$ cat config.mk
export PLATFORM = sky130hd
export DESIGN_NAME = tme_engine
export DESIGN_NICKNAME = d
export VERILOG_FILES = /design/src/core/tme_pkg.sv /design/src/core/tme_engine.sv
export VERILOG_INCLUDE_DIRS = /design/src /design/src/core
export SDC_FILE = /design/constraint.sdc
export NUM_CORES = 1
export LEC_CHECK = 0
export ABC_AREA = 0
export BUFFER_PORTS_ARGS = -buffer_cell sky130_fd_sc_hd__buf_2
export CORE_ASPECT_RATIO = 0.6
export CORE_MARGIN = 5
export CORE_UTILIZATION = 57
export DETAILED_ROUTE_END_ITERATION = 12
export PLACE_DENSITY = 0.93
export SETUP_SLACK_MARGIN = 0.05
export SLEW_MARGIN = 20
export SYNTH_ARGS = -nofsm -noshare
export SYNTH_HDL_FRONTEND = slang
export SYNTH_SLANG_ARGS = --single-unit
$ cat constraint.sdc
create_clock -name i_mclk -period 9 [get_ports i_mclk]
set_clock_uncertainty 0.15 [all_clocks]
set_input_delay 1.8 -clock i_mclk [delete_from_list [all_inputs] [get_ports i_mclk]]
set_output_delay 1.8 -clock i_mclk [all_outputs]
set_load 0.01 [all_outputs]
$ cat src/core/tme_map.svh
// Trigger mask engine: register offsets, field bits and commands.
// Assumes inclusion by the package, the engine and the bench, by bare name.
`ifndef TME_MAP_SVH
`define TME_MAP_SVH

// Register bus widths
`define TME_AW 16
`define TME_DW 32

// Register offsets
`define TME_OFS_CMD 16'h0064
`define TME_OFS_TOUT 16'h9ca4
`define TME_OFS_GOR 16'h9dda
`define TME_OFS_GAV 16'h9de4
`define TME_OFS_GAND 16'h9dee
`define TME_OFS_CAV_LO 16'h9e16
`define TME_OFS_CAV_HI 16'h9e17
`define TME_OFS_CAND_LO 16'h9e20
`define TME_OFS_CAND_HI 16'h9e21

// General mask source bits
`define TME_BIT_SW 0
`define TME_BIT_EXT0 1
`define TME_BIT_EXT1 2
`define TME_BIT_EXTRA_TTL_INPUT_ZERO 8
`define TME_BIT_EXTRA_TTL_INPUT_ONE 9

// Mask values
`define TME_NO_SOURCE 32'h0000_0000
`define TME_GOR_RST 32'h0000_0001
`define TME_GAND_AVAIL 32'h0000_0306
`define TME_GOR_AVAIL 32'h0000_0307
`define TME_CH_AVAIL 32'hffff_ffff

// Command bits
`define TME_CMD_ARM 3
`define TME_CMD_FORCE 4
`define TME_CMD_DISARM 5

// Trigger output control bit
`define TME_TOUT_EN 0

`endif

$ cat src/core/tme_pkg.sv
// Trigger mask engine types: bus carriers, states, state record.
// Assumes tme_map.svh is on the include path.
`include "tme_map.svh"

package tme_pkg;

  // Register port request from software
  typedef struct packed {
    logic [`TME_AW-1:0] addr;
    logic [`TME_DW-1:0] wdata;
    logic wr;
    logic rd;
  } tme_bus_s;

  // Engine states, Gray coded from IDLE through PRE and WAIT to RUN
  typedef enum logic [1:0] {
    TME_IDLE = 2'h0,
    TME_PRE = 2'h1,
    TME_WAIT = 2'h3,
    TME_RUN = 2'h2
  } tme_state_e;

  // Whole state of the engine
  typedef struct packed {
    tme_state_e st;
    logic armed;
    logic [`TME_DW-1:0] gand;
    logic [`TME_DW-1:0] cand_lo;
    logic [`TME_DW-1:0] cand_hi;
    logic [`TME_DW-1:0] gor;
    logic tout;
    logic [`TME_DW-1:0] rdata;
    logic trig;
    logic pin_o;
    logic pin_oe;
    logic [2:0] sync1;
    logic [2:0] sync2;
  } tme_reg_s;

endpackage

$ cat src/core/tme_engine.sv
// Trigger combination engine: AND/OR masks, arm, force, trigger out.
// Assumes channel detectors and sequencer signals share i_mclk;
// the trigger connector and extra TTL pins arrive asynchronously.
//
// The address-and-strobe port was left to the implementer.
`timescale 1ns/1ps
`default_nettype none
`include "tme_map.svh"

module tme_engine #(
  parameter logic [`TME_DW-1:0] GAND_AVAIL = `TME_GAND_AVAIL,
  parameter logic [`TME_DW-1:0] GOR_AVAIL = `TME_GOR_AVAIL,
  parameter logic [`TME_DW-1:0] CH_AVAIL_LO = `TME_CH_AVAIL,
  parameter logic [`TME_DW-1:0] CH_AVAIL_HI = `TME_CH_AVAIL
) (
  input wire logic i_mclk,
  input wire logic i_rst,
  input wire tme_pkg::tme_bus_s i_bus,
  input wire logic i_card_start,
  input wire logic i_pre_done,
  input wire logic i_acq_done,
  input wire logic [`TME_DW-1:0] i_ch_lo,
  input wire logic [`TME_DW-1:0] i_ch_hi,
  input wire logic i_trig_pin,
  input wire logic [1:0] i_xio,
  input wire logic i_ext1,
  output logic [`TME_DW-1:0] o_rdata,
  output logic o_trig,
  output logic o_armed,
  output logic o_trig_pin,
  output logic o_trig_pin_oe
);
  import tme_pkg::*;

  tme_reg_s r_ff;
  tme_reg_s nxt_r;

  // Conditions seen by the masks
  logic [`TME_DW-1:0] gen_cond;
  logic [`TME_DW-1:0] gand_en;
  logic [`TME_DW-1:0] cand_lo_en;
  logic [`TME_DW-1:0] cand_hi_en;
  logic [`TME_DW-1:0] gor_en;
  logic and_any;
  logic and_hit;
  logic or_hit;
  logic waiting;
  logic wr_cmd;
  logic force_hit;
  logic cmd_arm;
  logic cmd_disarm;
  logic fire;
  logic ext0_used;

  // True when every enabled source meets its condition
  function automatic logic all_met(
    input logic [`TME_DW-1:0] en,
    input logic [`TME_DW-1:0] cond
  );
    all_met = &(~en | cond);
  endfunction

  // Write strobe decode for one offset
  function automatic logic wr_at(
    input tme_bus_s b,
    input logic [`TME_AW-1:0] ofs
  );
    wr_at = b.wr && (b.addr == ofs);
  endfunction

  // Synchronised pins except ext1, which is used as is: ext0 shares the connector
  always_comb begin
    gen_cond = `TME_NO_SOURCE;
    gen_cond[`TME_BIT_SW] = 1'b1;
    gen_cond[`TME_BIT_EXT0] = r_ff.sync2[0];
    gen_cond[`TME_BIT_EXT1] = i_ext1;
    gen_cond[`TME_BIT_EXTRA_TTL_INPUT_ZERO] = r_ff.sync2[1];
    gen_cond[`TME_BIT_EXTRA_TTL_INPUT_ONE] = r_ff.sync2[2];
  end

  // AND combination over both mask parts
  always_comb begin
    gand_en = r_ff.gand & GAND_AVAIL;
    gand_en[`TME_BIT_SW] = 1'b0;
    cand_lo_en = r_ff.cand_lo & CH_AVAIL_LO;
    cand_hi_en = r_ff.cand_hi & CH_AVAIL_HI;
    and_any = (|gand_en) | (|cand_lo_en) | (|cand_hi_en);
    // No enabled source must not read as a hit
    and_hit = and_any
      && all_met(gand_en, gen_cond)
      && all_met(cand_lo_en, i_ch_lo)
      && all_met(cand_hi_en, i_ch_hi);
  end

  // OR combination, software bit always true
  always_comb begin
    gor_en = r_ff.gor & GOR_AVAIL;
    or_hit = |(gor_en & gen_cond);
  end

  // Command decode and trigger decision
  always_comb begin
    waiting = (r_ff.st == TME_WAIT);
    wr_cmd = wr_at(i_bus, `TME_OFS_CMD);
    cmd_arm = wr_cmd && i_bus.wdata[`TME_CMD_ARM];
    cmd_disarm = wr_cmd && i_bus.wdata[`TME_CMD_DISARM];
    // Ignored unless waiting: no queued force
    force_hit = wr_cmd && i_bus.wdata[`TME_CMD_FORCE] && waiting;
    // Armed gates sources, never force
    fire = waiting && (force_hit || (r_ff.armed && (and_hit || or_hit)));
    // Connector turns input when ext0 is in a mask
    ext0_used = r_ff.gor[`TME_BIT_EXT0] || r_ff.gand[`TME_BIT_EXT0];
  end

  // Next state of the whole engine
  always_comb begin
    nxt_r = r_ff;
    nxt_r.sync1 = {i_xio, i_trig_pin};
    nxt_r.sync2 = r_ff.sync1;

    // Masks: a write replaces the whole OR-ed bit set
    if (wr_at(i_bus, `TME_OFS_GAND)) begin
      nxt_r.gand = i_bus.wdata & GAND_AVAIL;
    end
    if (wr_at(i_bus, `TME_OFS_CAND_LO)) begin
      nxt_r.cand_lo = i_bus.wdata;
    end
    if (wr_at(i_bus, `TME_OFS_CAND_HI)) begin
      nxt_r.cand_hi = i_bus.wdata;
    end
    if (wr_at(i_bus, `TME_OFS_GOR)) begin
      nxt_r.gor = i_bus.wdata & GOR_AVAIL;
    end
    if (wr_at(i_bus, `TME_OFS_TOUT)) begin
      nxt_r.tout = i_bus.wdata[`TME_TOUT_EN];
    end

    // Disarm wins if both bits come in one write
    if (cmd_disarm) begin
      nxt_r.armed = 1'b0;
    end else if (cmd_arm) begin
      nxt_r.armed = 1'b1;
    end

    // Sequencer: start, pretrigger fill, wait, record
    case (r_ff.st)
      TME_IDLE: begin
        if (i_card_start) begin
          nxt_r.st = TME_PRE;
        end
      end
      TME_PRE: begin
        // Software trigger waits for pretrigger fill
        if (i_pre_done) begin
          nxt_r.st = TME_WAIT;
        end
      end
      TME_WAIT: begin
        // Leaving WAIT makes each force a single event
        if (fire) begin
          nxt_r.st = TME_RUN;
        end
      end
      TME_RUN: begin
        // Masks untouched by force, so wait resumes as set
        if (i_acq_done) begin
          nxt_r.st = TME_PRE;
        end
      end
      default: begin
        nxt_r.st = TME_IDLE;
      end
    endcase
    if (!i_card_start) begin
      nxt_r.st = TME_IDLE;
    end

    // Event pulse and connector drive
    nxt_r.trig = fire;
    nxt_r.pin_oe = r_ff.tout && !ext0_used;
    nxt_r.pin_o = fire && r_ff.tout && !ext0_used;

    // Read data, valid only in the cycle after the strobe
    nxt_r.rdata = `TME_NO_SOURCE;
    if (i_bus.rd) begin
      case (i_bus.addr)
        `TME_OFS_TOUT: nxt_r.rdata[`TME_TOUT_EN] = r_ff.tout;
        `TME_OFS_GOR: nxt_r.rdata = r_ff.gor;
        `TME_OFS_GAV: nxt_r.rdata = GAND_AVAIL;
        `TME_OFS_GAND: nxt_r.rdata = r_ff.gand;
        `TME_OFS_CAV_LO: nxt_r.rdata = CH_AVAIL_LO;
        `TME_OFS_CAV_HI: nxt_r.rdata = CH_AVAIL_HI;
        `TME_OFS_CAND_LO: nxt_r.rdata = r_ff.cand_lo;
        `TME_OFS_CAND_HI: nxt_r.rdata = r_ff.cand_hi;
        default: nxt_r.rdata = `TME_NO_SOURCE;
      endcase
    end
  end

  // State register; reset constants only
  always_ff @(posedge i_mclk or posedge i_rst) begin
    if (i_rst) begin
      r_ff <= '0;
      r_ff.st <= TME_IDLE;
      r_ff.armed <= 1'b0;
      r_ff.gor <= `TME_GOR_RST;
    end else begin
      r_ff <= nxt_r;
    end
  end

  // Outputs come straight from flops
  assign o_rdata = r_ff.rdata;
  assign o_trig = r_ff.trig;
  assign o_armed = r_ff.armed;
  assign o_trig_pin = r_ff.pin_o;
  assign o_trig_pin_oe = r_ff.pin_oe;
endmodule // tme_engine
`default_nettype wire

## Word-level counts from Yosys, hierarchy flattened

Index checks and enable logic that the tools add are counted.

- Register bits after elaboration: 118
- Input bits: 123
- ROM bits: 0
- Memories: 0
- Logic and storage cells: 80
- Bits in writable memories: 0
- Latch bits: 0

- $mul: 0
- Add/sub/neg operators: 0
- Equality and inequality tests: 15
- Shift-type cells: 0
- Order comparisons: 0
- Reductions and logical operators: 33
- Bitwise operators: 9
- Divide/modulo/power cells: 0
- Mux-type cells: 10

Operators by type and width:

| cell | number |
|---|---|
| case mux 31 bit (6 select lines) | 1 |
| equality test 16 bit, second input constant | 8 |
| AND reduction 32 bit | 3 |
| OR reduction 32 bit | 3 |
| NOT 32 bit | 2 |
| OR 32 bit | 2 |
| 2-to-1 mux 32 bit | 1 |
| NOT 10 -> 32 bit | 1 |
| OR 32 x 10 -> 32 bit | 1 |
| logical AND 1 bit | 18 |
| equality test 16 x 7 -> 1 bit, second input constant | 1 |
| AND 10 bit | 1 |
| 2-to-1 mux 2 bit | 4 |
| case mux 2 bit (4 select lines) | 1 |
| inequality test 3 bit, second input constant | 2 |
| case mux 1 bit (5 select lines) | 1 |
| equality test 2 bit, second input constant | 2 |
| OR reduction 4 bit | 1 |
| logical OR 1 bit | 3 |
| inequality test 3 x 2 -> 1 bit, second input constant | 1 |
| AND reduction 3 bit | 1 |
| equality test 2 x 1 -> 1 bit, second input constant | 1 |
| zero test 2 bit | 1 |
| 2-to-1 mux 1 bit | 2 |
| other kinds (4) | 5 |

## Longest topological paths before layout

Gate-level depths: netlist of the first run.

- Depth in word-level cells: 13
- Mapped depth: 8

## Least setup slack after synthesis of the first run

Ideal clock, no wire load.

- Path type: in2reg
- From: input i_bus[37] (netlist name)
- To: register r_ff (netlist bit cand_lo_en[0])
- Data required time: 8,723 ps
- Buffers on the path: 1
- Library setup time: 127 ps
- Data arrival time: 3,431 ps
- Stages on the path: 7
- Slack: 5,292 ps
- Cell sequence: nor4_1 > nand4_1 > nor4_4 > nand2_1 > nor2_2 > buf_6 > mux2_1

- Cells in the longest elaborated chain, start to end: 2

Ends and longest elaborated chain:

| element | line | source |
|---|---|---|
| from (decl) | tme_engine.sv:18 | `input wire tme_pkg::tme_bus_s i_bus,` |
| equality test 16 bit | tme_engine.sv:68 | `wr_at = b.wr && (b.addr == ofs);` |
| logical AND 1 bit | tme_engine.sv:68 |  |
| to (signal assigned) | tme_engine.sv:208 | `r_ff <= nxt_r;` |
| to (decl) | tme_engine.sv:35 | `tme_reg_s r_ff;` |

Every way passes these cells.
A chain may end at the register's enable or synchronous reset.

## Worst setup path in the final report of the first run

- From: input i_bus[37] (netlist name)
- To: register r_ff (netlist bit cand_hi_en[17])

The elaborated chain is that of the path after synthesis.

==> results.md, run 1 <==
- Status: complete, no violations
- Sequential area share after synthesis: around half
- Fin crit share: between 50% and 60%
- CTS Sinks: roughly 120
- Min setup slack post-route: roughly 4.4 ns
- Slew Viols, Final: 0
- Required time of the critical path: around 9.1 ns
- Worst R2R Path Depth: 6
- Post-Synth Simple-Gate Area: roughly 14%
- WP depth: 7
- Mux cell area share after synthesis: between 15 and 20%
- CTS Hold Bufs: 0
- Worst Setup SP: i_bus[37]
- Total track usage: a little under a third
- RSZ-0062 raised after global routing: false
- Yosys cell types: between 40 and 50
- Pre-antenna DRT Iters: 5
- Critical path's slowest cell: nand3_2
- PostCTS Resize Cnt: 0
- Flops & latches, synth: ~120
- Critical path buffers and inverters: 2
- Crit path kind: in2reg
- Largest net degree at the start of global routing: 76
- Final Hold Fails: 0
- Final setup TNS: 0 ns
- Initial antenna violation count: 0
- Leak: ~3.6 nW
- Die footprint: between 0.01 and 0.015 mm2
- Post-DR wirelength/cell: 22.43 um
- I/O pin total: 159
- Die Height: between 80 and 90 um
- Total of max-cap violations: 0
- CTS max path bufs: 2
- Congestion Overflow GR: 0
- Setup Buffers After CTS: 0
- Root buf cell: clkbuf_16
- First-pass GRT wire length: approximately 28,000 um
- Synth Area in XOR/XNOR: 0%
- Layout cell share with drive strength beyond 1: a little under a third
- Synthesis Warnings: 0
- Die width: roughly 140 um
- Placed instance area: ~0.0065 mm2
- Rel. slew slack: 28.10%
- Critical path's top delay family: simple AND/OR/NAND/NOR gates
- Crit path cell chain: buf_2 -> nor4_1 -> nand4_1 -> nor4_4 -> buf_4 -> nand3_2 -> mux2_1
- EDFF count, synth: 0
- Worst IR Drop VDD: around 0.14 mV
- WP data arrival: 4.76 ns
- Top_reg_cell synth: dfrtp_1
- Area delta synth->final: 22.28%
- Core ar.: roughly 0.0099 mm2
- Worst-path clk slew: approximately 0.05 ns
- Final wirelength: about 18,000 um
- Adder-Cell Fraction of Synth Area: 0%
- Synth Area in Compound Gates: about a tenth
- Critical R2R Launch: cand_lo_en[10]
- Dpl ws: 4.214 ns
- Drc violations: 0
- Via Count: ~5,000
- Starting Density: between 50% and 60%
- FF-to-FF setup slack: between 6 and 7 ns
- CTS Buf Count: 17
- Syn avg cell area: 10.72 um2
- CP max FO: 35
- Critical path endpoint: cand_hi_en[17]
- Final nets: between 700 and 800
- Final setup viols: 0
- Antenna Cells: 0
- Largest family of logic cells by synthesized area: multiplexers
- Clock Latency Late Sink: 0.41 ns
- Worst path max stage delay: just over 0.8 ns
- H-tree depth: 4
- PD cells: 185.8 mW/mm2
- Worst r2r dst: o_trig_pin
- Fin crit period: between 4 and 5 ns
- Syn Nets: between 600 and 700
- Worst-margin pin slew: between 1 and 1.5 ns
- Row Count: 28
- Antenna Nets Post-Route: 0
- Routed vias/inst: 6.185
- Crit path launch type: input port
- Cells after Synth: 547
- DRC violation total after the first TritonRoute iteration: 720
- Placed wire-length estimate: approximately 14,000 um
- Max Freq: between 0.2 and 0.25 GHz
- Final core utilization: between 70 and 80%
- Number of global-route vias before repair: slightly above 5,000
- Final Cell Area: a little over 0.007 mm2
- Mapped Area: approximately 0.006 mm2
- Cells after DPL: between 700 and 800
- Critical Path Sink Type: flop
- Final Non-Filler Cells: slightly above 800
- Placer congestion estimate: approximately 0.95
- Hold Crit Class: reg2reg
- Port Buffers: ~160
- TritonCTS clock tree: done
- FFs w/ async S/R, synth: 100.0%
## how the worst min path moves through the flow
stage	start	end	slack, ns	depth (start not counted)
2_1_floorplan	nxt_r[0]	gen_cond[1]	0.18	0
4_1_cts	nxt_r[1]	gen_cond[8]	0.21	0
3_5_place_dp	nxt_r[1]	gen_cond[8]	0.19	0
3_3_place_gp	nxt_r[0]	gen_cond[1]	0.19	0
5_1_grt	nxt_r[1]	gen_cond[8]	0.21	0
6_report	nxt_r[1]	gen_cond[8]	0.20	0
## metrics by stage
stage	power, mW	hold slack [ns]
after floorplan	0.5621	0.1812
after global placement	0.5994	0.1857
after detailed placement	0.6016	0.1941
after CTS	1.333	0.2060
after global routing	1.364	0.2130
final	1.332	0.2011
## power breakdown
group,internal (mW),total (mW),switching (mW)
registers,0.533,0.535,0.00187
clock network,0.497,0.738,0.242
logic,0.0246,0.0590,0.0344
## kinds of logic after synthesis
group / after synthesis
simple gates: 151
flops: 118
buf+inv: 97
compound gates: 94
mux: 87
## cell usage after synthesis (2+ instances only)
| cell | number | area, um2 |
|---|---|---|
| a21oi_1 | 32 | 160.2 |
| nor4b_1 | 2 | 17.52 |
| and4_1 | 2 | 17.52 |
| nor2_1 | 3 | 11.26 |
| and3_1 | 3 | 18.77 |
| a31oi_1 | 5 | 31.28 |
| inv_1 | 43 | 161.4 |
| o22ai_1 | 15 | 93.84 |
| buf_2 | 4 | 20.02 |
| nand2_1 | 60 | 225.2 |
| nor4_1 | 24 | 150.1 |
| o21ai_0 | 20 | 100.1 |
| mux2_1 | 74 | 833.3 |
| nand4_1 | 7 | 43.79 |
| dfrtp_1 | 117 | 2928 |
| and4b_1 | 2 | 20.02 |
| o2111ai_1 | 6 | 52.55 |
| a2111oi_0 | 4 | 35.03 |
| nand3_1 | 3 | 15.01 |
| buf_4 | 32 | 240.2 |
| nand2b_1 | 22 | 137.6 |
| a22oi_1 | 5 | 37.54 |
| clkbuf_1 | 14 | 52.55 |
| and2_1 | 2 | 12.51 |
| mux2_2 | 13 | 146.4 |
| nor4_4 | 2 | 42.54 |
| nor2b_1 | 12 | 75.07 |
| buf_6 | 3 | 33.78 |
## routing by layer
layer  GRT usage (%)  routed length [um]
met1           40.58                7529
met4           10.20                 466
met2           44.92                8067
met3           11.99                2394
met5               0                   0
## final cells by class
cell class	instances	area (um2)
Clock buffer	19	442.9
Clock inverter	13	203.9
Fill cell	685	2780
Inverter	44	167.7
Multi-Input combinational cell	332	2411
Sequential cell	118	2954
Tap cell	135	168.9
Timing Repair Buffer	162	820.8
## registers in the layout (all words and copies together) (netlist names)
| name | cells |
|---|---|
| o_rdata | 32 |
| o_trig | 1 |
| cand_lo_en | 32 |
| cand_hi_en | 32 |
| gen_cond | 3 |
| o_armed | 1 |
| r_ff | 3 |
| gand_en | 4 |
| gor_en | 5 |
| nxt_r | 3 |
| o_trig_pin_oe | 1 |
| o_trig_pin | 1 |
## cells in the final DEF (no fill, tap or decap), types with 3 or more instances in the layout
cell type	Yosys	routed
a2111oi_0	4	4
a21oi_1	32	32
a22oi_1	5	5
a31oi_1	5	5
and3_1	3	3
buf_2	4	158
buf_4	32	4
bufinv_16	0	5
clkbuf_16	0	17
clkinv_2	0	3
clkinvlp_4	0	4
dfrtp_1	117	117
inv_1	43	42
mux2_1	74	74
mux2_2	13	13
nand2_1	60	60
nand2b_1	22	21
nand3_1	3	3
nand4_1	7	7
nor2_1	3	3
nor2b_1	12	12
nor4_1	24	24
o2111ai_1	6	6
o21ai_0	20	20
o22ai_1	15	15
Power figures use the tool's default switching activity.
==> inputs of run 2 (changes only) <==
- CORE_UTILIZATION: 57 -> 53
- PLACE_DENSITY: 0.93 -> 0.88
- clock period: 9 -> 4.66 ns (I/O delays scaled with it)
==> run 2 against run 1 <==
  * Sequential share of layout area grew 0.12 points
  * Worst hold slack improved by 0.014 ns
  * Clock power rose by 79%
  * Critical path depth up 2
  * Register-to-register slack got worse by 4.1 ns
  * Highest routed layer unchanged
  * Sequential power is 93% higher
  * Combinational power increased by 93%
==> results.md, run 2 (synthesized netlist as in run 1, its figures left out) <==
- Status: complete, no violations (unchanged)
- H-tree depth: 4 (unchanged)
- Slew Viols, Final: 0 (unchanged)
- Worst-margin pin slew: 0.9546 ns (was 1.079 ns)
- Final Non-Filler Cells: 829 (was 823)
- Final wirelength: 17,670 um (was 18,460 um)
- Worst R2R Path Depth: 6 (unchanged)
- Total power: 2.471 mW (was 1.332 mW)
- CTS Hold Bufs: 0 (unchanged)
- WHS: 0.2146 ns (was 0.2011 ns)
- DRC violation total after the first TritonRoute iteration: 426 (was 720)
- CTS Sinks: 118 (unchanged)
- Critical Path Sink Type: flop (unchanged)
- Drc violations: 0 (unchanged)
- TritonCTS clock tree: done (unchanged)
- Final Cell Area: 0.007149 mm2 (was 0.007169 mm2)
- Final nets: 801 (was 798)
- Routed vias/inst: 5.864 (was 6.185)
- Crit path kind: in2reg (unchanged)
- CP max FO: 35 (unchanged)
- Port Buffers: 158 (unchanged)
- Worst-path clk slew: 0.05 ns (about the same)
- Pre-antenna DRT Iters: 7 (was 5)
- Congestion Overflow GR: 0 (unchanged)
- Worst Hold Depth: 0 (unchanged)
- Setup Buffers After CTS: 0 (unchanged)
- Area delta synth->final: 21.94% (was 22.28%)
- Worst IR Drop VDD: 0.2570 mV (was 0.1414 mV)
- Total track usage: 27.43% (was 30.07%)
- I/O pin total: 159 (unchanged)
- Max Freq: between 0.3 and 0.4 GHz
- Via Count: 4,861 (was 5,090)
- Row Count: 29 (was 28)
- FF+latch area: 0.002954 mm2 (unchanged)
- Required time of the critical path: 4.80 ns (was 9.13 ns)
- Total of max-cap violations: 0 (unchanged)
- Final Hold Fails: 0 (unchanged)
- Cells after DPL: 798 (was 791)
- CTS Buf Count: 17 (unchanged)
- Fin crit period: approximately 3.1 ns
- Core ar.: 0.01070 mm2 (was 0.009950 mm2)
- PostCTS Resize Cnt: 0 (unchanged)
- Leak: 3.615 nW (was 3.614 nW)
- Crit path launch type: input port (unchanged)
- Post-DR wirelength/cell: 21.31 um (was 22.43 um)
- First-pass GRT wire length: 27,970 um (was 27,840 um)
- WP data arrival: 3.26 ns (was 4.76 ns)
- Most common cell after layout, fill and taps aside: buf_2 (unchanged)
- Number of global-route vias before repair: 5,032 (was 5,068)
- Fin crit share: 66.86%
- Placer congestion estimate: 0.9764 (was 0.9539)
- Multi-input gate area: 0.002411 mm2 (unchanged)
- Antenna Nets Post-Route: 0 (unchanged)
- CTS max path bufs: 2 (unchanged)
- Placed instance area: 0.006548 mm2 (was 0.006520 mm2)
- RSZ-0062 raised after global routing: false (unchanged)
- Layout fillers: 829 (was 685)
- Clock Latency Late Sink: 0.42 ns (was 0.41 ns)
- Initial antenna violation count: 0 (unchanged)
- Final setup TNS: 0 ns (unchanged)
- Final setup viols: 0 (unchanged)
- Layout cell share with drive strength beyond 1: 31.30% (was 31.25%)
- Die footprint: 0.01334 mm2 (was 0.01248 mm2)
- PD cells: 345.7 mW/mm2 (was 185.8 mW/mm2)
- Die width: 145.8 um (was 140.9 um)
- Antenna Cells: 0 (unchanged)
- Root buf cell: clkbuf_16 (unchanged)
- Hold Crit Class: reg2reg (unchanged)
- Placed wire-length estimate: 13,150 um (was 13,630 um)
- Largest net degree at the start of global routing: 78 (was 76)
- Starting Density: 54.77% (was 58.93%)
- Die Height: 91.47 um (was 88.56 um)
- Commonest cells after routing, fill and taps aside: buf_2 (158), dfrtp_1 (117), mux2_1 (74) (unchanged)
- Rel. slew slack: 36.36% (was 28.10%)
[run 2: per-stage QoR]
stage | utilization (%) | worst slack, ns
after floorplan | - | 0.4505
after global placement | 61.17 | 1.272
after detailed placement | 61.17 | 1.165
after CTS | 66.77 | 1.584
after global routing | 66.79 | 1.449
final | 66.79 | 1.544
[run 2: worst paths after layout]
check	endpoint	slack, ns	from
max	cand_lo_en[18]	1.54	i_bus[37]
min	gen_cond[9]	0.21	nxt_r[2]
max reg2reg	o_trig_pin	2.27	cand_hi_en[30]
min reg2reg	gen_cond[9]	0.21	nxt_r[2]
max in group asynchronous	cand_lo_en[0]	2.89	i_rst
min in group asynchronous	o_rdata[1]	0.56	i_rst
[run 2: per-layer routing]
| layer | track usage (%) | part of all wire (%) |
|---|---|---|
| met1 | 37.67 | 43 |
| met2 | 40.20 | 43 |
| met3 | 10.70 | 11 |
| met4 | 8.689 | 2.2 |
| met5 | 0 | 0 |
[run 2: cell type report]
class,instances,share of cell area [%]
Clock inverter,9,1.750
Timing Repair Buffer,165,11.80
Inverter,44,2.345
Tap cell,139,2.433
Clock buffer,22,6.633
Sequential cell,118,41.32
Multi-Input combinational cell,332,33.72
[run 2: report_power, final]
part,total [mW],switching [mW],internal [mW]
clock,1.32,0.448,0.875
combinational,0.114,0.0660,0.0484
sequential,1.03,0.00331,1.03
total,2.47,0.518,1.95
[run 2: worst max-delay path, stage by stage]
cell and delay, ns:
buf_2 0.13, nor4_1 0.35, nand4_1 0.22, nor4_4 0.18, buf_4 0.40, nand2_1 0.12, nor2_2 0.09, buf_4 0.42
mux2_1 0.38
